File: config.mk
export PLATFORM = sky130hd
export DESIGN_NAME = hgio_top
export DESIGN_NICKNAME = d
export VERILOG_FILES = /design/src/hgio_pin_mux.v /design/src/hgio_top.v
export VERILOG_INCLUDE_DIRS = /design/src /design/src/inc
export SDC_FILE = /design/constraint.sdc
export NUM_CORES = 1
export LEC_CHECK = 0
export BUFFER_PORTS_ARGS = -buffer_cell sky130_fd_sc_hd__buf_2
export CAP_MARGIN = 15
export CORE_ASPECT_RATIO = 0.8
export CORE_MARGIN = 4
export CORE_UTILIZATION = 41
export DETAILED_ROUTE_END_ITERATION = 12
export MAX_ROUTING_LAYER = met4
export PLACE_DENSITY = 0.77
export SYNTH_ARGS = -nofsm -noshare
export SYNTH_HDL_FRONTEND = slang
export SYNTH_SLANG_ARGS = --single-unit
File: constraint.sdc
create_clock -name clk_sys -period 1.7 [get_ports clk_sys]
set_clock_uncertainty 0.2 [all_clocks]
set_input_delay 0.34 -clock clk_sys [delete_from_list [all_inputs] [get_ports clk_sys]]
set_output_delay 0.34 -clock clk_sys [all_outputs]
set_load 0.05 [all_outputs]
File: src/inc/hgio_defs.vh
`ifndef HGIO_DEFS_VH
`define HGIO_DEFS_VH

// register indices; byte address is four times the index
`define HGIO_IDX_RX_PORT_CTL 8'h0C
`define HGIO_IDX_IO_VOLT 8'h0D
`define HGIO_IDX_PIN_STS 8'h0E
`define HGIO_IDX_INPUT_EN 8'h0F
`define HGIO_IDX_PIN0_CTL 8'h10

// io_voltage_control fields
`define HGIO_IO_SEL_BIT 7
`define HGIO_IO_OVR_BIT 6
`define HGIO_IO_MODE_HI 5
`define HGIO_IO_MODE_LO 4
`define HGIO_IO_RSVD 4'h9
`define HGIO_MODE_1V8 2'h0
`define HGIO_MODE_3V3 2'h3

// pin0_output_control fields
`define HGIO_SEL_HI 7
`define HGIO_SEL_LO 5
`define HGIO_SRC_HI 4
`define HGIO_SRC_LO 2
`define HGIO_VAL_BIT 1
`define HGIO_OEN_BIT 0

// reset values
`define HGIO_RST_IO_VOLT 4'h0
`define HGIO_RST_INPUT_EN 8'hFF
`define HGIO_RST_PIN0_CTL 8'h00
`define HGIO_RST_RX_EN 4'hF

// source codes
`define HGIO_SRC_STATUS 3'h4
`define HGIO_SRC_RSVD 3'h5
`define HGIO_SRC_TX0 3'h6
`define HGIO_SRC_TX1 3'h7

`endif

File: src/hgio_pin_mux.v
`include "hgio_defs.vh"

module hgio_pin_mux (
    // control
    input wire [2:0] src,
    input wire [2:0] sel,
    input wire out_val,
    input wire [3:0] rx_en,
    // receive port status
    input wire [15:0] rx_remote_pins,
    input wire [3:0] rx_lock,
    input wire [3:0] rx_pass,
    input wire [3:0] rx_frame_valid,
    input wire [3:0] rx_line_valid,
    input wire frame_sync_pulse,
    // transmit port status
    input wire [1:0] tx_pass_and,
    input wire [1:0] tx_pass_or,
    input wire [1:0] tx_frame_valid,
    input wire [1:0] tx_line_valid,
    input wire [1:0] tx_synced,
    input wire [1:0] tx_irq,
    // result
    output reg level
);

    wire [1:0] rx_idx = src[1:0];
    wire tx_idx = src[0];
    // disabled ports drop out of the combinations; none enabled gives or=0, and=1
    wire any_lock = |(rx_lock & rx_en);
    wire all_lock = &(rx_lock | ~rx_en);
    wire all_pass = &(rx_pass | ~rx_en);

    always @* begin
        level = 1'b0;
        if (src[2] == 1'b0) begin
            case (sel)
                3'h0, 3'h1, 3'h2, 3'h3: level = rx_remote_pins[{rx_idx, sel[1:0]}];
                3'h4: level = rx_lock[rx_idx];
                3'h5: level = rx_pass[rx_idx];
                3'h6: level = rx_frame_valid[rx_idx];
                default: level = rx_line_valid[rx_idx];
            endcase
        end else if (src == `HGIO_SRC_STATUS) begin
            case (sel)
                3'h0: level = out_val;
                3'h1: level = any_lock;
                3'h2: level = all_lock;
                3'h3: level = all_pass;
                3'h4: level = frame_sync_pulse;
                default: level = 1'b0;
            endcase
        end else if (src == `HGIO_SRC_RSVD) begin
            level = 1'b0;
        end else begin
            case (sel)
                3'h0: level = tx_pass_and[tx_idx];
                3'h1: level = tx_pass_or[tx_idx];
                3'h2: level = tx_frame_valid[tx_idx];
                3'h3: level = tx_line_valid[tx_idx];
                3'h4: level = tx_synced[tx_idx];
                3'h5: level = tx_irq[tx_idx];
                default: level = 1'b0;
            endcase
        end
    end

endmodule // hgio_pin_mux

File: src/hgio_top.v
// Notes on behaviour
// - bit 7 of the io control register picks 1.8V (0) or 3.3V (1) signalling.
// - with override clear, select bit and supply mode follow the detected level.
// - with override set, the software-written select bit and mode field apply.
// - with override clear, reads return the detected level, mode 00=1.8V, 11=3.3V.
// - a read-only byte returns the present level of all eight pins, bit n for pin n.
// - one input enable per pin, 0 disables, 1 enables, all reset to 1.
// - pin 0 source field 4:2 picks rx port 0-3, device status, reserved, tx 0 or tx 1.
// - for an rx source, select picks remote pins 0-3, lock, pass, frame or line valid.
// - for device status, select picks out value, or-lock, and-lock, and-pass, frame sync.
// - for a tx source, select picks and-pass, or-pass, frame, line, synced, interrupt.
// - pin 0 is driven only while its enable bit is 1; the source and select fields pick the level.
// - an rx port counts for the lock and pass combinations while its enable bit is 1.
`include "hgio_defs.vh"

module hgio_top (
    // clock and reset
    input wire clk_sys,
    input wire sys_rst,
    // avalon-mm slave
    input wire [7:0] avs_address,
    input wire avs_read,
    input wire avs_write,
    input wire [31:0] avs_writedata,
    input wire [3:0] avs_byteenable,
    output reg [31:0] avs_readdata,
    output wire avs_waitrequest,
    // voltage detect and control
    input wire io_level_detect_3v3,
    output wire high_voltage_select,
    output wire [1:0] io_supply_mode,
    // general pins
    input wire [7:0] pin_in,
    output wire [7:0] pin_input_enable,
    output reg pin0_out,
    output reg pin0_oe,
    // receive port status
    input wire [15:0] rx_remote_pins,
    input wire [3:0] rx_lock,
    input wire [3:0] rx_pass,
    input wire [3:0] rx_frame_valid,
    input wire [3:0] rx_line_valid,
    output wire [3:0] rx_port_receiver_enable,
    input wire frame_sync_pulse,
    // transmit port status
    input wire [1:0] tx_pass_and,
    input wire [1:0] tx_pass_or,
    input wire [1:0] tx_frame_valid,
    input wire [1:0] tx_line_valid,
    input wire [1:0] tx_synced,
    input wire [1:0] tx_irq
);

    reg [3:0] io_volt_reg;
    reg [7:0] input_en_reg;
    reg [7:0] pin0_ctl_reg;
    reg [3:0] rx_en_reg;
    reg [7:0] pin_meta_reg;
    reg [7:0] pin_sync_reg;
    reg det_meta_reg;
    reg det_sync_reg;
    reg ack_reg;
    reg [31:0] rd_next;
    wire mux_level;

    function [7:0] hgio_byte_index;
        input [7:0] byte_addr;
        begin
            hgio_byte_index = {2'b00, byte_addr[7:2]};
        end
    endfunction

    wire [7:0] idx = hgio_byte_index(avs_address);
    wire access = avs_read | avs_write;
    // one wait state per access; read data registered in the wait cycle
    assign avs_waitrequest = access & ~ack_reg;
    // a write lands only on the edge where waitrequest is seen low
    wire wr_go = avs_write & ack_reg & avs_byteenable[0];

    // pins and detect come from outside the clock domain
    always @(posedge clk_sys) begin
        if (sys_rst) begin
            pin_meta_reg <= 8'h00;
            pin_sync_reg <= 8'h00;
            det_meta_reg <= 1'b0;
            det_sync_reg <= 1'b0;
        end else begin
            pin_meta_reg <= pin_in;
            pin_sync_reg <= pin_meta_reg;
            det_meta_reg <= io_level_detect_3v3;
            det_sync_reg <= det_meta_reg;
        end
    end

    wire ovr = io_volt_reg[2];
    // io_volt_reg holds {sel, ovr, mode[1:0]} = bits 7:4
    assign high_voltage_select = ovr ? io_volt_reg[3] : det_sync_reg;
    assign io_supply_mode = ovr ? io_volt_reg[1:0] :
        (det_sync_reg ? `HGIO_MODE_3V3 : `HGIO_MODE_1V8);
    assign pin_input_enable = input_en_reg;
    assign rx_port_receiver_enable = rx_en_reg;

    always @(posedge clk_sys) begin
        if (sys_rst) begin
            io_volt_reg <= `HGIO_RST_IO_VOLT;
            input_en_reg <= `HGIO_RST_INPUT_EN;
            pin0_ctl_reg <= `HGIO_RST_PIN0_CTL;
            rx_en_reg <= `HGIO_RST_RX_EN;
            ack_reg <= 1'b0;
            avs_readdata <= 32'h0000_0000;
        end else begin
            ack_reg <= access & ~ack_reg;
            if (avs_read & ~ack_reg) begin
                avs_readdata <= rd_next;
            end
            if (wr_go) begin
                if (idx == `HGIO_IDX_IO_VOLT) begin
                    io_volt_reg <= avs_writedata[7:4];
                end else if (idx == `HGIO_IDX_INPUT_EN) begin
                    input_en_reg <= avs_writedata[7:0];
                end else if (idx == `HGIO_IDX_PIN0_CTL) begin
                    pin0_ctl_reg <= avs_writedata[7:0];
                end else if (idx == `HGIO_IDX_RX_PORT_CTL) begin
                    rx_en_reg <= avs_writedata[3:0];
                end
            end
        end
    end

    // unmapped addresses read zero and ignore writes
    always @* begin
        rd_next = 32'h0000_0000;
        if (idx == `HGIO_IDX_IO_VOLT) begin
            rd_next[7:0] = {high_voltage_select, ovr, io_supply_mode, `HGIO_IO_RSVD};
        end else if (idx == `HGIO_IDX_PIN_STS) begin
            rd_next[7:0] = pin_sync_reg;
        end else if (idx == `HGIO_IDX_INPUT_EN) begin
            rd_next[7:0] = input_en_reg;
        end else if (idx == `HGIO_IDX_PIN0_CTL) begin
            rd_next[7:0] = pin0_ctl_reg;
        end else if (idx == `HGIO_IDX_RX_PORT_CTL) begin
            rd_next[7:0] = {4'h0, rx_en_reg};
        end
    end

    hgio_pin_mux u_mux (
        .src(pin0_ctl_reg[`HGIO_SRC_HI:`HGIO_SRC_LO]),
        .sel(pin0_ctl_reg[`HGIO_SEL_HI:`HGIO_SEL_LO]),
        .out_val(pin0_ctl_reg[`HGIO_VAL_BIT]),
        .rx_en(rx_en_reg),
        .rx_remote_pins(rx_remote_pins),
        .rx_lock(rx_lock),
        .rx_pass(rx_pass),
        .rx_frame_valid(rx_frame_valid),
        .rx_line_valid(rx_line_valid),
        .frame_sync_pulse(frame_sync_pulse),
        .tx_pass_and(tx_pass_and),
        .tx_pass_or(tx_pass_or),
        .tx_frame_valid(tx_frame_valid),
        .tx_line_valid(tx_line_valid),
        .tx_synced(tx_synced),
        .tx_irq(tx_irq),
        .level(mux_level)
    );

    // registered pin drive: one cycle of latency, no glitches on the pad
    always @(posedge clk_sys) begin
        if (sys_rst) begin
            pin0_out <= 1'b0;
            pin0_oe <= 1'b0;
        end else begin
            pin0_oe <= pin0_ctl_reg[`HGIO_OEN_BIT];
            pin0_out <= mux_level;
        end
    end

endmodule // hgio_top

==> flow_summary.ini, run 1 <==
[outcome]
status = complete, but fails checks
violations = setup timing

[critical_path]
path_class = reg2reg
critical_path_arrival_ns = 1.89
reg2reg_depth = 6
r2r-start = pin0_ctl_reg[6]$_SDFFE_PP0P_
startpoint_type = flip-flop
timing.rr.end = pin0_out$_SDFF_PP0_
r2r_slack_ns = -0.18
required_ns = 1.71
cp_max_fo = 6
crit_path_end_kind = flip-flop

[pwr]
power.switching_mw = 0.772
power_frac_comb = 0.191
p_clk_frac = 0.324
power_mw = 2.65
p_int_mw = 1.88
power_leakage_nw = 1.78
swShare = 0.291
power_density_nw_per_um2 = 680
vdd_drop_max_v = 0.000621
power_frac_seq = 0.485

[cts]
clk_pin_slew_ns = 0.09
ctsRootBufferMaster = clkbuf_8
cts_tree = built
cts_buffer_depth = 2
hold_buffers = 0
htree_levels = 2
clk_latency_ns = 0.31
cts.sinks = 53
numCtsBuffers = 5

[grt]
grt-ovfl-total = 0
grt_first_pass_wirelength_um = 12900
grt_max_degree = 23
grt_usage = 0.192
antenna_found_initial = 0
grt_pass1_vias = 2717

[synth]
yosys-top-cells-area = dfxtp_1 (37%), buf_4 (7.1%), nor2b_1 (5.2%)
ys_seq_area_frac = 0.369
synth-edff-count = 0
synth.largest_area_cell = dfxtp_1
postSynthCellCount = 326
yosys_warnings = 0
netlist_area_um2 = 2870
synth-seq-cells = 53
synthArstFlopShare = 0
yosysTopAreaCellShare = 0.369
synthDistinctLibCells = 54
synth.avg_cell_area_um2 = 8.81
synth-main-ff-cell = dfxtp_1

[detailed_routing]
drt-met1-wl_um = 3410
dr.pass1.iters = 5
wl_met2_um = 3980
vias_per_cell = 5.35
routed_wl_um = 8180
ant_nets = 0
vias = 2878
drc_errors = 0
maxUsedRoutingLayer = met4
post_drt_wl_per_cell_um = 15.2
drtIter0Drc = 207
wl_met3_um = 643

[finish]
syn_to_final_growth_pct = 35.8
diodes = 0
final_nets = 555
drive_gt1_frac = 0.423

[floorplan]
die_h_um = 82.9
die_area_um2 = 8410
rows = 26
ios = 152
die_x_um = 102
core-area_um2 = 6600
start_util = 0.435

[timing]
hold_slack_ns = 0.0354
worst_slack_ns = -0.178
clock.fmax_mhz = 533
setup-violations-final = 1
grt_setup_unrepaired = yes
slew_viol_final = 0
finalCriticalPeriod_ns = 1.88
finalHoldViolCount = 0
slew_headroom = 0.665
timing.final.crit_share = 1.10
tightest_slew_ns = 0.498

[min_path]
worstHoldPathCells = 2
hold_class = in2reg
worstHoldEndpoint = pin_meta_reg[2]$_SDFF_PP0_
hp-start = pin_in[2]

[placement]
io_buffers = 98
dpl.hpwl_um = 6410
place_ws_ns = -0.196
place_congestion = 0.952

[run]
drv_cap = 0
==> cells by family (layout without fill, tap and decap cells) <==
kind of cell,Yosys count,in the layout,share of synthesized area
DFF,53,53,0.369
muxes,21,21,0.103
buffers and inverters,65,170,0.131
and+or+nand+nor,117,117,0.213
AOI/OAI and AO/OA,69,69,0.182
other,1,24,0.00131
==> how the worst max path moves through the flow <==
stage	start	to	slack [ns]	cells past startpoint
6_report	pin0_ctl_reg[6]$_SDFFE_PP0P_	pin0_out$_SDFF_PP0_	-0.18	6
3_3_place_gp	pin0_ctl_reg[2]$_SDFFE_PP0P_	pin0_out$_SDFF_PP0_	-0.18	5
3_5_place_dp	rx_lock[0]	pin0_out$_SDFF_PP0_	-0.20	6
2_1_floorplan	pin0_ctl_reg[5]$_SDFFE_PP0P_	pin0_out$_SDFF_PP0_	-0.02	6
5_1_grt	pin0_ctl_reg[6]$_SDFFE_PP0P_	pin0_out$_SDFF_PP0_	-0.23	6
4_1_cts	pin0_ctl_reg[5]$_SDFFE_PP0P_	pin0_out$_SDFF_PP0_	-0.09	7
==> layout make-up <==
type | count | area, um2
clock buffer | 5 | 68.8
clock inverter | 3 | 43.8
fill | 566 | 2700
inverter | 18 | 68.8
multi-input combinational | 231 | 1640
sequential | 53 | 1080
tap | 84 | 105
timing repair buffer | 144 | 890
==> Yosys cell counts, drive strengths merged (7+ instances only) <==
cell type	instances
o21ai	7
a21oi	9
o211ai	12
nor3	12
dfxtp	53
nor2b	24
clkbuf	11
nand2	22
inv	17
nor2	33
mux2i	12
buf	36
a311oi	7
nand3	10
==> through the flow <==
step	utilization	setup TNS, ns	cell area, um2	cells
4_1_cts	0.573	-0.0927	3780	535
6_report	0.591	-0.178	3900	538
3_3_place_gp	0.544	-0.995	3590	526
3_5_place_dp	0.544	-1.55	3590	526
5_1_grt	0.591	-0.235	3900	538
2_1_floorplan	-	-0.0225	2980	349
==> power groups by stage <==
stage	combinational, mW	clock, mW	sequential, mW
floorplan	0.319	0	1.37
global placement	0.477	0	1.32
detailed placement	0.487	0	1.32
CTS	0.494	0.871	1.29
global route	0.544	0.930	1.29
finish	0.506	0.860	1.29
==> cell usage in the layout (no fill, tap or decap), drive strengths merged, types with 3 or more instances in the layout <==
cell type and count:
buf 144, dfxtp 53, nor2 33, nor2b 24
conb 24, nand2 22, inv 18, mux2i 12
o211ai 12, nor3 12, nand3 10, a21oi 9
a311oi 7, o21ai 7, a32oi 6, mux4 6
clkbuf 5, a2111oi 5, a211oi 4, nand2b 4
o22ai 3, o31ai 3, nor4 3, mux2 3
==> per-layer routing <==
layer,global-route usage,up-vias
li1,-,1371
met4,0.0350,0
met1,0.257,1348
met5,-,-
met2,0.303,140
met3,0.0402,19
==> critical path: stages, from the launching register on <==
cell	delay, ns
dfxtp_4	0.40
buf_6	0.11
or3b_4	0.38
o32a_1	0.18
o2111ai_2	0.08
nand2_2	0.10
a2111oi_4	0.33
==> repair_timing <==
action | in CTS | in global routing
gates cloned | 0 | 0
endpoints found under the setup margin | 4 | 4
endpoints found under the hold margin | 0 | 0
buffers inserted | 1 | 3
gates resized for setup | 22 | 21
pin swaps | 4 | 5
No activity file was read; power rests on OpenSTA's default activity.
==> run 2: changes to the inputs <==
ABC_AREA = 1   (was unset)
CORE_UTILIZATION = 42   (was 41)
PLACE_DENSITY = 0.78   (was 0.77)
SETUP_SLACK_MARGIN = 0.5   (was unset)
==> flow_summary.ini, run 2 <==
[outcome]
status = complete, but fails checks
violations = setup timing

[timing]
grt_setup_unrepaired = yes
finalHoldViolCount = 0
setup-violations-final = 1
clock.fmax_mhz = 578
worst_slack_ns = -0.0294
slew_viol_final = 0
finalCriticalPeriod_ns = 1.73
timing.final.crit_share = 1.02

[floorplan]
core-area_um2 = 6930
die_h_um = 83.7
die_x_um = 103
ios = 152
start_util = 0.435
die_area_um2 = 8590
rows = 27

[critical_path]
critPathLaunch = pin0_ctl_reg[5]$_SDFFE_PP0P_
crit_path_end_kind = flip-flop
reg2reg_depth = 14
required_ns = 1.72
timing.rr.end = pin0_out$_SDFF_PP0_
path_class = reg2reg
startpoint_type = flip-flop
r2r_slack_ns = -0.03
r2r-start = pin0_ctl_reg[5]$_SDFFE_PP0P_
critical_path_arrival_ns = 1.75
cp_max_fo = 8
cp-endpoint = pin0_out$_SDFF_PP0_

[grt]
grt_first_pass_wirelength_um = 15700
grt_pass1_vias = 3230
grt-ovfl-total = 0
antenna_found_initial = 0
grt_usage = 0.238
grt_max_degree = 30

[detailed_routing]
vias_per_cell = 5.17
ant_nets = 0
dr.pass1.iters = 6
post_drt_wl_per_cell_um = 16.3
routed_wl_um = 11300
drc_errors = 0
vias = 3581
drtIter0Drc = 324

[pwr]
power_density_nw_per_um2 = 545
power_leakage_nw = 2.36
vdd_drop_max_v = 0.000669
power_mw = 2.67

[cts]
hold_buffers = 0
clk_latency_ns = 0.32
htree_levels = 2
cts_buffer_depth = 2
cts.sinks = 53
numCtsBuffers = 5
ctsRootBufferMaster = clkbuf_8
clk_pin_slew_ns = 0.10
cts_tree = built

[placement]
io_buffers = 98
dpl.hpwl_um = 6430
place_area_um2 = 3630
place_congestion = 0.924
place_ws_ns = -0.0238
dp.cells = 642

[synth]
synth.avg_cell_area_um2 = 6.56
yosysMostFrequentCell = nand2_1
synthDistinctLibCells = 33
synth-seq-cells = 53
synth-main-ff-cell = dfxtp_1
synthArstFlopShare = 0
synth-edff-count = 0
ys_seq_area_frac = 0.353
yosysTopAreaCellShare = 0.353
synth.largest_area_cell = dfxtp_1
netlist_area_um2 = 3010
yosys-top-cells-area = dfxtp_1 (35%), nand2_1 (17%), buf_4 (6.7%)
yosys_warnings = 0
postSynthCellCount = 459
synth.cells.most_frequent = nand2_1 (136), nor2_1 (54), dfxtp_1 (53)

[finish]
drive_gt1_frac = 0.499
final_nets = 706
diodes = 0
final_area_um2 = 4910
post-route-util = 0.709
layout.cells.non_filler = 692
final_cell_mix = nand2_1 (109), buf_2 (68), inv_1 (47), nor2_1 (47), buf_4 (29)
layout_commonest_cell = nand2_1
syn_to_final_growth_pct = 63.1

[run]
drv_cap = 0

[min_path]
hold_class = in2reg
==> run 2: cell count changes in the layout (fill, tap and decap cells not counted), sizes merged, moves of 7 or more <==
cell / change
nor3: -8
mux2i: -12
inv: +43
nor2: +27
nand3: +12
buf: +7
a21oi: +16
nor2b: -24
o21ai: +28
nand2: +122
a311oi: -7
==> run 2: worst min path at each step <==
| stage | from | endpoint | slack [ns] | cells after the start |
|---|---|---|---|---|
| floorplan | det_meta_reg$_SDFF_PP0_ | det_sync_reg$_SDFF_PP0_ | 0.19 | 2 |
| finish | pin_in[6] | pin_meta_reg[6]$_SDFF_PP0_ | 0.02 | 3 |
| global placement | det_meta_reg$_SDFF_PP0_ | det_sync_reg$_SDFF_PP0_ | 0.19 | 2 |
| global route | pin_in[7] | pin_meta_reg[7]$_SDFF_PP0_ | 0.008 | 3 |
| CTS | pin_in[6] | pin_meta_reg[6]$_SDFF_PP0_ | 0.01 | 3 |
| detailed placement | pin_meta_reg[7]$_SDFF_PP0_ | pin_sync_reg[7]$_SDFF_PP0_ | 0.19 | 2 |
==> run 2: cell type report <==
class                      count  area (um2)
clock inverter                 2        17.5
tap                           87         109
multi-input combinational    332        2020
inverter                      60         258
clock buffer                   6        82.6
timing repair buffer         151        1280
timing repair inverter         1        6.26
sequential                    53        1130
fill                         470        2020
==> run 2: cells by family (layout without fill, tap and decap cells) <==
logic type      count (synthesis)  after routing  synth area share
compound gates                 75             75             0.146
simple gates                  231            233             0.325
buf+inv                        99            220             0.176
flops                          53             53             0.353
other cells                     1             24           0.00125
==> run 2: routing by layer <==
metal / wire (um) / vias up / global-route usage
li1: - / 1686 / -
met1: 4140 / 1624 / 0.294
met2: 5390 / 219 / 0.377
met3: 1180 / 52 / 0.0593
met4: 579 / 0 / 0.0799
met5: 0 / - / -
==> run 2: critical path, cell delays in order (launching register included) <==
cell and delay, ns:
dfxtp_4 0.39, buf_8 0.13, buf_12 0.13, nand2_1 0.05
nand2_1 0.05, nand2_1 0.06, nand2_1 0.06, nand2_1 0.06
nand2_1 0.05, inv_1 0.06, nand2_2 0.06, nand2_1 0.09
nand4_1 0.12, nand2_1 0.10, inv_1 0.04
==> run 2: repair_timing <==
item | in CTS | in global routing
gates cloned | 3 | 0
resized for setup | 182 | 74
buffers inserted | 28 | 11
setup endpoints to repair | 59 | 59
pin swaps | 24 | 33
==> run 2: report_power, final <==
group / total, mW / switching, mW / leakage, nW / internal (mW)
clock network: 0.786 / 0.447 / 0.0518 / 0.339
registers: 1.28 / 0.0209 / 0.439 / 1.26
logic: 0.609 / 0.394 / 1.87 / 0.216
==> run 2: stage by stage <==
stage               TNS (ns)  hold WS [ns]
CTS                        0        0.0144
detailed placement   -0.0504         0.193
floorplan                  0         0.188
global route          -0.144       0.00842
finish               -0.0294        0.0179
global placement           0         0.192
==> run 3: changes to the inputs <==
ABC_AREA = unset   (was 1)
CORE_UTILIZATION = 41   (was 42)
PLACE_DENSITY = 0.77   (was 0.78)
==> flow_summary.ini, run 3 (synthesis results as in run 1) <==
[timing]
hold_slack_ns = 0.0221
grt_setup_unrepaired = yes
setup-violations-final = 1
finalHoldViolCount = 0
worst_slack_ns = -0.204
timing.final.crit_share = 1.12
finalCriticalPeriod_ns = 1.90
clock.fmax_mhz = 525
slew_viol_final = 0

[cts]
hold_buffers = 0
cts_tree = built
clk_pin_slew_ns = 0.10
cts.sinks = 53
ctsRootBufferMaster = clkbuf_8
clk_latency_ns = 0.33
cts_buffer_depth = 2
htree_levels = 2
numCtsBuffers = 5

[placement]
place_area_um2 = 3680
io_buffers = 98
place_congestion = 0.894
dp.cells = 525
dpl.hpwl_um = 6380
place_ws_ns = -0.160

[finish]
final_cell_mix = buf_2 (67), buf_4 (44), buf_8 (28)
final_area_um2 = 4830
layout.cells.non_filler = 563
final_nets = 580
drive_gt1_frac = 0.610
post-route-util = 0.731
layout_commonest_cell = buf_2
syn_to_final_growth_pct = 68.2
diodes = 0

[outcome]
status = complete, but fails checks
violations = setup timing

[critical_path]
required_ns = 1.72
crit_chain = buf_6, or3b_4, o32a_1, o2111ai_2, nand2_2, a2111oi_4
startpoint_type = flip-flop
crit_path_end_kind = flip-flop
path_class = reg2reg
path_delay_family = compound AO/OA/AOI/OAI gates
critPathBufInv = 1
r2r_slack_ns = -0.20
crit_slowest_cell = dfxtp_4
max_stage_delay_ns = 0.41
cp_max_fo = 6
critical_path_arrival_ns = 1.93

[pwr]
vdd_drop_max_v = 0.000438
power_density_nw_per_um2 = 587
power_leakage_nw = 2.10

[detailed_routing]
ant_nets = 0
dr.pass1.iters = 5
drc_errors = 0
vias = 3305
drtIter0Drc = 324
post_drt_wl_per_cell_um = 19.9
vias_per_cell = 5.87
routed_wl_um = 11200

[grt]
antenna_found_initial = 0
grt_first_pass_wirelength_um = 15500
grt-ovfl-total = 0
grt_usage = 0.235
grt_pass1_vias = 3153
grt_max_degree = 23

[run]
drv_cap = 0

[floorplan]
rows = 26
ios = 152
start_util = 0.435
die_area_um2 = 8410
die_h_um = 82.9
die_x_um = 102
core-area_um2 = 6600

[min_path]
hold_class = in2reg
==> run 3: final cells by class <==
cell class / count / area (um2)
Clock inverter: 3 / 48.8
Sequential cell: 53 / 1130
Multi-Input combinational cell: 232 / 1980
Clock buffer: 5 / 68.8
Fill cell: 405 / 1770
Inverter: 18 / 68.8
Tap cell: 84 / 105
Timing Repair Buffer: 168 / 1430
==> run 3: per-stage QoR <==
step	setup TNS (ns)	total power, mW
2_1_floorplan	-0.0224	1.71
3_3_place_gp	-1.03	1.81
3_5_place_dp	-1.32	1.81
4_1_cts	-0.0870	2.76
5_1_grt	-0.268	2.92
6_report	-0.204	2.83
==> run 3: power by group <==
group | internal (mW) | switching [mW]
Clock | 0.449 | 0.459
Sequential | 1.26 | 0.0248
Combinational | 0.244 | 0.396
==> run 3: what timing repair did <==
item                                    4_1_cts  5_1_grt
endpoints found under the setup margin       59       59
buffers inserted                             16       12
pin swaps                                    35       27
gates cloned                                  2        0
gates resized for setup                     183       52
==> run 3: path summary, 6_finish.rpt <==
kind,start,cells after the start,endpoint
max,pin0_ctl_reg[6]$_SDFFE_PP0P_,6,pin0_out$_SDFF_PP0_
min,pin_in[6],2,pin_meta_reg[6]$_SDFF_PP0_
max reg2reg,pin0_ctl_reg[6]$_SDFFE_PP0P_,6,pin0_out$_SDFF_PP0_
min reg2reg,det_meta_reg$_SDFF_PP0_,1,det_sync_reg$_SDFF_PP0_
==> run 3: metal layers <==
metal  share of wire  global-route usage  vias to the layer above
li1                -                   -                     1427
met1            0.38               0.283                     1567
met2            0.49               0.378                      244
met3           0.093              0.0670                       67
met4           0.041              0.0785                        0
met5               0                   -                        -
